[src/design/sfe_consts.svh]
// Constants for the serial flash erase/program command block
`ifndef SFE_CONSTS_SVH
`define SFE_CONSTS_SVH
`define SFE_OP_WREN 8'h06
`define SFE_OP_WRDI 8'h04
`define SFE_OP_BE4 8'h20
`define SFE_OP_BE32 8'h52
`define SFE_OP_BE64 8'hD8
`define SFE_OP_CE_A 8'h60
`define SFE_OP_CE_B 8'hC7
`define SFE_OP_PP 8'h02
`define SFE_OP_SUSP 8'h75
`define SFE_CMD_BYTES 10'h001
`define SFE_ADDR_END 10'h004
`define SFE_DATA_FIRST 10'h005
`define SFE_NB_MAX 10'h3FF
`define SFE_MASK_4K 24'hFFF000
`define SFE_MASK_32K 24'hFF8000
`define SFE_MASK_64K 24'hFF0000
`define SFE_BUSY_BIT 0
`define SFE_WEL_BIT 1
`define SFE_BP_LSB 2
`define SFE_EE_BIT 1
`define SFE_PE_BIT 0
`define SFE_CLK_MHZ 125
`define SFE_T_BLKE_US 50
`define SFE_T_CHPE_US 400
`define SFE_T_PP_US 4
`define SFE_T_BP_US 1
`define SFE_PAGE_LAST 9'h100
`endif

[src/design/sfe_pkg.sv]
// Types for the serial flash erase/program command block
package sfe_pkg;
  typedef enum logic [1:0] {SFE_IDLE = 2'b00, SFE_ERASE = 2'b01, SFE_PROG = 2'b10} sfe_state_t;
  typedef enum logic [1:0] {SFE_K4 = 2'b00, SFE_K32 = 2'b01, SFE_K64 = 2'b10, SFE_CHIP = 2'b11} sfe_kind_t;
endpackage

[src/design/sfe_top.sv]
// Serial flash erase/program command sequencer with data FIFO
`timescale 1ns/100ps
`include "sfe_consts.svh"

module sfe_fifo #(
  parameter int unsigned WIDTH = 32,
  parameter int unsigned DEPTH = 16
) (
  // Clock and reset
  input wire logic mclk,
  input wire logic nrst,
  // Fill side
  input wire logic in_valid,
  output logic in_ready,
  input wire logic [WIDTH-1:0] in_data,
  // Drain side
  output logic out_valid,
  input wire logic out_ready,
  output logic [WIDTH-1:0] out_data
);
  localparam int unsigned AW = $clog2(DEPTH);
  logic [WIDTH-1:0] mem_q [DEPTH];
  logic [AW-1:0] wp_q;
  logic [AW-1:0] rp_q;
  logic [AW:0] cnt_q;
  wire push = in_valid && in_ready;
  wire pop = out_valid && out_ready;
  assign in_ready = cnt_q != AW'(0) + (AW+1)'(DEPTH);
  assign out_valid = cnt_q != '0;
  assign out_data = mem_q[rp_q];
  if (DEPTH < 2 || (1 << AW) != DEPTH)
  begin : g_chk
    $error("sfe_fifo depth must be a power of two");
  end
  always_ff @(posedge mclk)
  begin
    if (!nrst)
    begin
      wp_q <= '0;
      rp_q <= '0;
      cnt_q <= '0;
    end
    else
    begin
      if (push)
      begin
        mem_q[wp_q] <= in_data;
        wp_q <= wp_q + AW'(1);
      end
      if (pop)
        rp_q <= rp_q + AW'(1);
      cnt_q <= cnt_q + (AW+1)'(push) - (AW+1)'(pop);
    end
  end
endmodule // sfe_fifo

module sfe_top #(
  parameter int unsigned BLKE_CYC = `SFE_T_BLKE_US * `SFE_CLK_MHZ,
  parameter int unsigned CHPE_CYC = `SFE_T_CHPE_US * `SFE_CLK_MHZ,
  parameter int unsigned PP_CYC = `SFE_T_PP_US * `SFE_CLK_MHZ,
  parameter int unsigned BP_CYC = `SFE_T_BP_US * `SFE_CLK_MHZ,
  parameter int unsigned FIFO_DEPTH = 16
) (
  // Clock and reset
  input wire logic mclk,
  input wire logic nrst,
  // Serial link pins
  input wire logic sck,
  input wire logic cs_n,
  input wire logic si,
  // Protection inputs
  input wire logic [2:0] block_protect_field,
  input wire logic individual_lock_select,
  input wire logic target_prot,
  // Array side
  input wire logic arr_fail,
  input wire logic wr_ready,
  output logic wr_valid,
  output logic [23:0] wr_addr,
  output logic [7:0] wr_data,
  output logic arr_erase,
  output sfe_pkg::sfe_kind_t arr_kind,
  output logic [23:0] arr_addr,
  output logic [23:0] cmd_addr,
  output logic suspend_req,
  // Status
  output logic [7:0] status_reg_one,
  output logic [1:0] status_reg_four
);
  import sfe_pkg::*;

  localparam int unsigned FW = 32;

  function automatic sfe_kind_t op_kind(input logic [7:0] op);
    if (op == `SFE_OP_BE4) return SFE_K4;
    if (op == `SFE_OP_BE32) return SFE_K32;
    if (op == `SFE_OP_BE64) return SFE_K64;
    return SFE_CHIP;
  endfunction

  function automatic logic [23:0] mask_addr(input sfe_kind_t k, input logic [23:0] a);
    unique case (k)
      SFE_K4: return a & `SFE_MASK_4K;
      SFE_K32: return a & `SFE_MASK_32K;
      SFE_K64: return a & `SFE_MASK_64K;
      SFE_CHIP: return '0;
    endcase
  endfunction

  if (FIFO_DEPTH < 2 || BP_CYC < 1 || PP_CYC < 1 || BLKE_CYC < 1 || CHPE_CYC < 1)
  begin : g_chk
    $error("sfe_top parameters out of range");
  end

  // Link synchronisers and edge detect
  logic [2:0] sck_s;
  logic [2:0] cs_s;
  logic [1:0] si_s;
  always_ff @(posedge mclk)
  begin
    if (!nrst)
    begin
      sck_s <= '0;
      cs_s <= 3'h7;
      si_s <= '0;
    end
    else
    begin
      sck_s <= {sck_s[1:0], sck};
      cs_s <= {cs_s[1:0], cs_n};
      si_s <= {si_s[0], si};
    end
  end
  wire sck_rise = sck_s[1] && !sck_s[2] && !cs_s[1];
  wire cs_start = !cs_s[1] && cs_s[2];
  wire cs_end = cs_s[1] && !cs_s[2];

  // Command shifter
  logic [2:0] bit_q;
  logic [9:0] nb_q;
  logic [6:0] sh_q;
  logic [7:0] op_q;
  logic [23:0] addr_q;
  logic [7:0] pbuf_q [256];
  logic [255:0] pmask_q;
  sfe_state_t st_q;
  wire [7:0] byte_w = {sh_q, si_s[1]};
  wire byte_done = sck_rise && bit_q == 3'h7;
  wire idle = st_q == SFE_IDLE;
  wire [7:0] pidx = 8'(addr_q[7:0] + nb_q[7:0] - `SFE_ADDR_END);
  wire data_ph = op_q == `SFE_OP_PP && nb_q >= `SFE_ADDR_END && idle;

  always_ff @(posedge mclk)
  begin
    if (!nrst)
    begin
      bit_q <= '0;
      nb_q <= '0;
      sh_q <= '0;
      op_q <= '0;
      addr_q <= '0;
      pmask_q <= '0;
    end
    else if (cs_start)
    begin
      bit_q <= '0;
      nb_q <= '0;
      if (idle)
        pmask_q <= '0;
    end
    else if (sck_rise)
    begin
      bit_q <= bit_q + 3'h1;
      sh_q <= byte_w[6:0];
      if (byte_done && nb_q != `SFE_NB_MAX)
        nb_q <= nb_q + 10'h001;
      if (byte_done && nb_q == '0)
        op_q <= byte_w;
      if (byte_done && nb_q != '0 && nb_q < `SFE_ADDR_END && idle)
        addr_q <= {addr_q[15:0], byte_w};
      if (byte_done && data_ph)
      begin
        pbuf_q[pidx] <= byte_w;
        pmask_q[pidx] <= 1'b1;
      end
    end
  end

  // Decode at chip select release
  wire has_op = nb_q != '0;
  wire aligned = bit_q == 3'h0;
  wire is_blk = has_op && (op_q == `SFE_OP_BE4 || op_q == `SFE_OP_BE32 || op_q == `SFE_OP_BE64);
  wire is_chip = has_op && (op_q == `SFE_OP_CE_A || op_q == `SFE_OP_CE_B);
  wire is_pp = has_op && op_q == `SFE_OP_PP;
  wire prot_any = |block_protect_field || individual_lock_select;
  logic wel_q;
  wire act = idle && cs_end && wel_q;
  wire go_blk = act && is_blk && aligned && nb_q >= `SFE_ADDR_END && !target_prot;
  wire go_chip = act && is_chip && aligned && !prot_any;
  wire go_pp = act && is_pp && aligned && nb_q >= `SFE_DATA_FIRST && !target_prot;
  wire wel_kill = act && (is_blk || is_chip || is_pp);
  wire wren = idle && cs_end && aligned && nb_q == `SFE_CMD_BYTES && op_q == `SFE_OP_WREN;
  wire wrdi = idle && cs_end && aligned && nb_q == `SFE_CMD_BYTES && op_q == `SFE_OP_WRDI;
  wire susp = !idle && cs_end && aligned && has_op && op_q == `SFE_OP_SUSP
    && !(arr_erase && arr_kind == SFE_CHIP);

  // Sequencer
  logic [31:0] tmr_q;
  logic [8:0] didx_q;
  logic ee_q;
  logic pe_q;
  logic busy_q;
  logic fifo_in_ready;
  logic fifo_out_valid;
  logic [FW-1:0] fifo_out_data;
  wire drain_done = didx_q == `SFE_PAGE_LAST;
  wire want_push = st_q == SFE_PROG && !drain_done && pmask_q[didx_q[7:0]];
  wire push_ok = want_push && fifo_in_ready;
  wire fifo_out_ready = !wr_valid || wr_ready;
  wire prog_end = st_q == SFE_PROG && drain_done && tmr_q == '0 && !fifo_out_valid && !wr_valid;
  wire erase_end = st_q == SFE_ERASE && tmr_q == '0;

  always_ff @(posedge mclk)
  begin
    if (!nrst)
    begin
      st_q <= SFE_IDLE;
      tmr_q <= '0;
      didx_q <= '0;
      wel_q <= 1'b0;
      busy_q <= 1'b0;
      arr_erase <= 1'b0;
      arr_kind <= SFE_K4;
      arr_addr <= '0;
      suspend_req <= 1'b0;
      ee_q <= 1'b0;
      pe_q <= 1'b0;
    end
    else
    begin
      suspend_req <= susp;
      if (wel_kill || wrdi)
        wel_q <= 1'b0;
      else if (wren)
        wel_q <= 1'b1;
      if (st_q == SFE_ERASE && arr_fail)
      begin
        ee_q <= 1'b1;
        pe_q <= 1'b1;
      end
      else if (go_blk || go_chip || go_pp)
      begin
        ee_q <= 1'b0;
        pe_q <= 1'b0;
      end
      unique case (st_q)
        SFE_IDLE:
          if (go_blk || go_chip)
          begin
            st_q <= SFE_ERASE;
            busy_q <= 1'b1;
            arr_erase <= 1'b1;
            arr_kind <= op_kind(op_q);
            arr_addr <= mask_addr(op_kind(op_q), addr_q);
            tmr_q <= is_chip ? CHPE_CYC - 1 : BLKE_CYC - 1;
          end
          else if (go_pp)
          begin
            st_q <= SFE_PROG;
            busy_q <= 1'b1;
            didx_q <= '0;
            tmr_q <= nb_q == `SFE_DATA_FIRST ? BP_CYC - 1 : PP_CYC - 1;
          end
        SFE_ERASE:
          if (erase_end)
          begin
            st_q <= SFE_IDLE;
            busy_q <= 1'b0;
            arr_erase <= 1'b0;
          end
          else
            tmr_q <= tmr_q - 32'h1;
        SFE_PROG:
        begin
          if (tmr_q != '0)
            tmr_q <= tmr_q - 32'h1;
          if (!drain_done && (push_ok || !want_push))
            didx_q <= didx_q + 9'h001;
          if (prog_end)
          begin
            st_q <= SFE_IDLE;
            busy_q <= 1'b0;
          end
        end
        default:
          st_q <= SFE_IDLE;
      endcase
    end
  end

  sfe_fifo #(.WIDTH(FW), .DEPTH(FIFO_DEPTH)) sfe_fifo_inst (
    .mclk(mclk),
    .nrst(nrst),
    .in_valid(want_push),
    .in_ready(fifo_in_ready),
    .in_data({addr_q[23:8], didx_q[7:0], pbuf_q[didx_q[7:0]]}),
    .out_valid(fifo_out_valid),
    .out_ready(fifo_out_ready),
    .out_data(fifo_out_data)
  );

  // Array write port register
  always_ff @(posedge mclk)
  begin
    if (!nrst)
    begin
      wr_valid <= 1'b0;
      wr_addr <= '0;
      wr_data <= '0;
      cmd_addr <= '0;
      status_reg_one <= '0;
      status_reg_four <= '0;
    end
    else
    begin
      if (fifo_out_ready)
      begin
        wr_valid <= fifo_out_valid;
        wr_addr <= fifo_out_data[31:8];
        wr_data <= fifo_out_data[7:0];
      end
      cmd_addr <= addr_q;
      status_reg_one <= {3'h0, block_protect_field, wel_q, busy_q};
      status_reg_four <= {ee_q, pe_q};
    end
  end

  // Checks
  property p_busy;
    @(posedge mclk) disable iff (!nrst) st_q == SFE_ERASE |-> status_reg_one[`SFE_BUSY_BIT] || $past(st_q) == SFE_IDLE;
  endproperty
  a_busy: assert property (p_busy) else $error("busy flag low during erase");
  property p_wel_start;
    @(posedge mclk) disable iff (!nrst) $rose(arr_erase) |-> ##1 !status_reg_one[`SFE_WEL_BIT];
  endproperty
  a_wel_start: assert property (p_wel_start) else $error("write enable still set in erase");
  property p_mask4;
    @(posedge mclk) disable iff (!nrst) arr_erase && arr_kind == SFE_K4 |-> arr_addr[11:0] == 12'h000;
  endproperty
  a_mask4: assert property (p_mask4) else $error("4KB erase address not masked");
  property p_partial;
    @(posedge mclk) disable iff (!nrst) cs_end && idle && !aligned && (is_blk || is_chip || is_pp)
      |=> st_q == SFE_IDLE ##1 !status_reg_one[`SFE_WEL_BIT];
  endproperty
  a_partial: assert property (p_partial) else $error("partial byte not aborted");
  property p_short;
    @(posedge mclk) disable iff (!nrst) cs_end && idle && is_blk && nb_q < `SFE_ADDR_END |=> st_q == SFE_IDLE;
  endproperty
  a_short: assert property (p_short) else $error("short address erase started");
  property p_chip_prot;
    @(posedge mclk) disable iff (!nrst) cs_end && idle && is_chip && prot_any |=> !arr_erase;
  endproperty
  a_chip_prot: assert property (p_chip_prot) else $error("chip erase ran while protected");
  property p_nowel;
    @(posedge mclk) disable iff (!nrst) cs_end && idle && !wel_q |=> st_q == SFE_IDLE;
  endproperty
  a_nowel: assert property (p_nowel) else $error("command ran without write enable");
  property p_susp;
    @(posedge mclk) disable iff (!nrst) cs_end && arr_erase && arr_kind == SFE_CHIP |=> !suspend_req;
  endproperty
  a_susp: assert property (p_susp) else $error("suspend during chip erase");
  property p_err;
    @(posedge mclk) disable iff (!nrst) st_q == SFE_ERASE && arr_fail |-> ##2 status_reg_four == 2'h3;
  endproperty
  a_err: assert property (p_err) else $error("erase failure not reported");
  property p_pp_prot;
    @(posedge mclk) disable iff (!nrst) cs_end && idle && is_pp && target_prot |=> st_q == SFE_IDLE;
  endproperty
  a_pp_prot: assert property (p_pp_prot) else $error("program ran on protected page");
endmodule // sfe_top

[config.mk]
export PLATFORM = sky130hd
export DESIGN_NAME = sfe_top
export DESIGN_NICKNAME = d
export VERILOG_FILES = /design/src/design/sfe_pkg.sv /design/src/design/sfe_top.sv
export VERILOG_INCLUDE_DIRS = /design/src /design/src/design
export SDC_FILE = /design/constraint.sdc
export NUM_CORES = 2
export LEC_CHECK = 0
export BUFFER_PORTS_ARGS = -buffer_cell sky130_fd_sc_hd__buf_2
export CAP_MARGIN = 30
export CORE_MARGIN = 2
export CORE_UTILIZATION = 42
export DETAILED_ROUTE_END_ITERATION = 6
export GPL_TIMING_DRIVEN = 1
export HOLD_SLACK_MARGIN = 0.05
export PLACE_DENSITY = 0.53
export SETUP_SLACK_MARGIN = 0.2
export SLEW_MARGIN = 20
export SYNTH_ARGS = -nofsm -noshare
export SYNTH_HDL_FRONTEND = slang
export SYNTH_SLANG_ARGS = --single-unit
export TNS_END_PERCENT = 20
[constraint.sdc]
create_clock -name mclk -period 5.2 [get_ports mclk]
set_input_delay 0.78 -clock mclk [delete_from_list [all_inputs] [get_ports mclk]]
set_output_delay 0.78 -clock mclk [all_outputs]
set_load 0.02 [all_outputs]
==> metrics <==
status=complete, no violations; fmax=215 MHz; routed wire length=around 310,000 um; synth warn=0; post-route setup TNS=0 ns; routed via count=60,400; crit path DAT=around 5.5 ns; worst-margin pin slew=1.07 ns; post-layout util=0.490; Die X=around 530 um; critical path depth=14; Port Buffers=91; Layout Nets=6,748; die area=around 280,000 um2; core area=277,000 um2; Placement Cell Area=125,000 um2; Register Area=approximately 86,000 um2; unrepaired setup endpoints after global routing=false; RePlAce Congestion=0.796; M1 WL=about 130,000 um; CTS Root Cell=clkbuf_16; DIE HEIGHT=around 530 um; VDD IR max=0.299 mV; Req. time, crit path=6.00 ns; total I/O pin count=107; clk buf depth=4; total track usage=0.214; Worst Path Max Fanout=26; Yosys cell types=about 80; fraction of registers with async set/reset=0; Multi-input gate area=29,300 um2; Synth area leaders=edfxtp_1 66%, mux4_2 17%, dfxtp_1 7.9%; Finish-stage setup viols=0; area delta synth->final=16.0%; min-delay worst type=input pin to register; row count=193; Routed Antenna Nets=0; final period utilization=0.894; max-slew violation count=0; Design Area, Final=136,000 um2; worst rel slew slack=0.285; Met3 Wirelength=between 15,000 and 20,000 um; drt pass-1 iters=6; slowest CP cell=dfxtp_4; kind of critical path=register to register; register area share after synthesis=0.736; Inst Count DP=10,100; Avg WL per Cell=around 29 um; met2 WL post-DR=around 150,000 um; Avg Inst Size Synth=19.2 um2; Max Used Layer=met4; DRC=0; Buffers & Inverters on Critical Path=1; Worst path max stage delay=0.71 ns; fin cells=10,700; worst skew pair latency=0.92 ns; initial antenna violation count=12; ys flop type=edfxtp_1; post-detail-place hpwl=roughly 190,000 um; Clk pin slew, worst setup/hold paths=0.06 ns; Worst Skew=0.0463 ns; top cell type's share of synthesized area=0.657; largest net degree at the start of global routing=between 200 and 300; via density per instance=5.67; TritonCTS Buffers=324; Layout fillers=22,700; Initial Util=0.423; R2R cell count=14; share of cells above drive strength 1=0.293; cell count after synthesis=6,112; CP top delay family=compound AO/OA/AOI/OAI gates; htree depth=5; via count of the first global-routing pass=61,000; first-pass GRT wire length=445,000 um; Top cell by count, worst path=a21oi_1; CP cell instances=mux4_2, and2_1, a2111oi_0, nor3_1, o31ai_1, o211ai_2, nand3_2, inv_1, ha_1, fa_1, a21oi_1, nor2_1, or3_1, a21oi_1; CP endpoint kind=register; final hold vios=0; startpoint types=register; CTS tree=done; Seq cells post-synth=3,022; Hold Path Depth=2; area leader, netlist=edfxtp_1; Final min period=4.65 ns; Max Cap Viol=0; P_leak=between 40 and 50 nW; reg-to-reg slack, setup=0.55 ns; cell area after synthesis=117,000 um2; number of synthesized flops with an enable pin=approximately 2,600; Pwr per Cell Area=374 nW/um2; Iter 0 DRT Violations=around 6,200; clk sinks=3,022; grt total ovfl=0
## layer usage
metal	up-vias	track usage
met5	-	0
met4	0	0.0502
met3	377	0.0262
met2	1906	0.349
met1	32500	0.310
li1	25700	-
## layout make-up
type,instances,area share
inverter,52,0.00146
multi-input combinational,2680,0.216
clock inverter,171,0.0121
timing repair buffer,616,0.0377
clock buffer,416,0.0638
sequential,3022,0.635
antenna,3,0.0000553
tap,3705,0.0341
## metrics by stage
stage	worst slack [ns]	total power, mW	hold slack (ns)
6_report	0.554	50.7	0.130
5_1_grt	0.289	52.3	0.121
4_1_cts	0.246	51.3	0.0575
3_5_place_dp	0.300	28.8	0.414
3_3_place_gp	0.168	28.8	0.416
2_1_floorplan	0.892	28.1	0.386
## sequential cells by signal, summed over array words and instances, names as in the netlist, 7 cells and up, named ones only
register and count:
pbuf_q 2048, sfe_fifo_inst.mem_q 512, pmask_q 256, tmr_q 32
addr_q 24, cmd_addr 24, wr_addr 24, arr_addr 12
nb_q 10, didx_q 9, op_q 8, wr_data 8
sh_q 7
## cells by family (layout without fill, tap and decap cells)
family	after synthesis	in the layout	synth area share
DFF	3022	3022	0.736
and+or+nand+nor	1139	1139	0.0424
muxes	955	955	0.176
AOI/OAI and AO/OA	492	492	0.0230
buffers and inverters	424	1255	0.0155
adders and majority gates	40	40	0.00440
xor gates and xnor gates	39	39	0.00292
other	1	18	0.0000320
## synth_stat cells (4+ instances only)
cell / number
a21o_1: 7
and4_1: 6
nor4_1: 7
buf_2: 66
a22oi_1: 13
nand2_1: 232
mux2i_1: 59
nor2b_1: 14
a31oi_1: 6
dfxtp_1: 462
o22ai_1: 4
clkbuf_1: 242
buf_4: 22
or3_1: 13
mux4_2: 883
or4_1: 10
edfxtp_1: 2560
o21ai_0: 33
nand4_1: 12
ha_1: 38
xnor2_1: 27
mux2_2: 13
a21oi_1: 384
inv_1: 50
and3_1: 17
o211ai_1: 4
xor2_1: 12
nand3b_1: 6
nor2_1: 644
nand3_1: 51
buf_6: 7
o31ai_1: 6
nor3_1: 43
and2_1: 41
nand2b_1: 16
buf_1: 35
## final timing paths
check,start,to
setup / recovery,didx_q[1],sfe_fifo_inst.cnt_q[4]
hold / removal,block_protect_field[0],status_reg_one[2]
setup reg to reg,didx_q[1],sfe_fifo_inst.cnt_q[4]
hold reg to reg,cs_s[0],cs_s[1]
## cell usage in the layout, fill, tap and decap left out, drive strengths merged, types with 7 or more instances in the layout
cell type     n
or4          11
nor2b        14
mux2i        59
and2         42
inv          69
ha           38
dfxtp       462
a21oi       385
nor4         11
nor2        645
clkinv      125
bufinv       23
nand3        52
xor2         12
a21o          7
xnor2        27
nor3         43
edfxtp     2560
buf         611
nand2       232
and3         17
a22oi        13
mux2         13
nand4        12
nand2b       16
mux4        883
o21ai        35
or3          13
clkbuf      416
conb         15
## power breakdown
part / leakage [nW] / switching (mW) / internal (mW)
Clock: 5.04 / 9.51 / 13.0
Sequential: 27.3 / 0.188 / 26.0
Combinational: 10.8 / 1.03 / 0.986
Total: 43.1 / 10.7 / 40.0
## what timing repair did
action | CTS | global route
setup endpoints to repair | 0 | 1
endpoints found under the hold margin | 5 | 0
resized for setup | 0 | 1
setup buffers | 0 | 1
hold buffers | 5 | 0
Power figures use the tool's default switching activity.
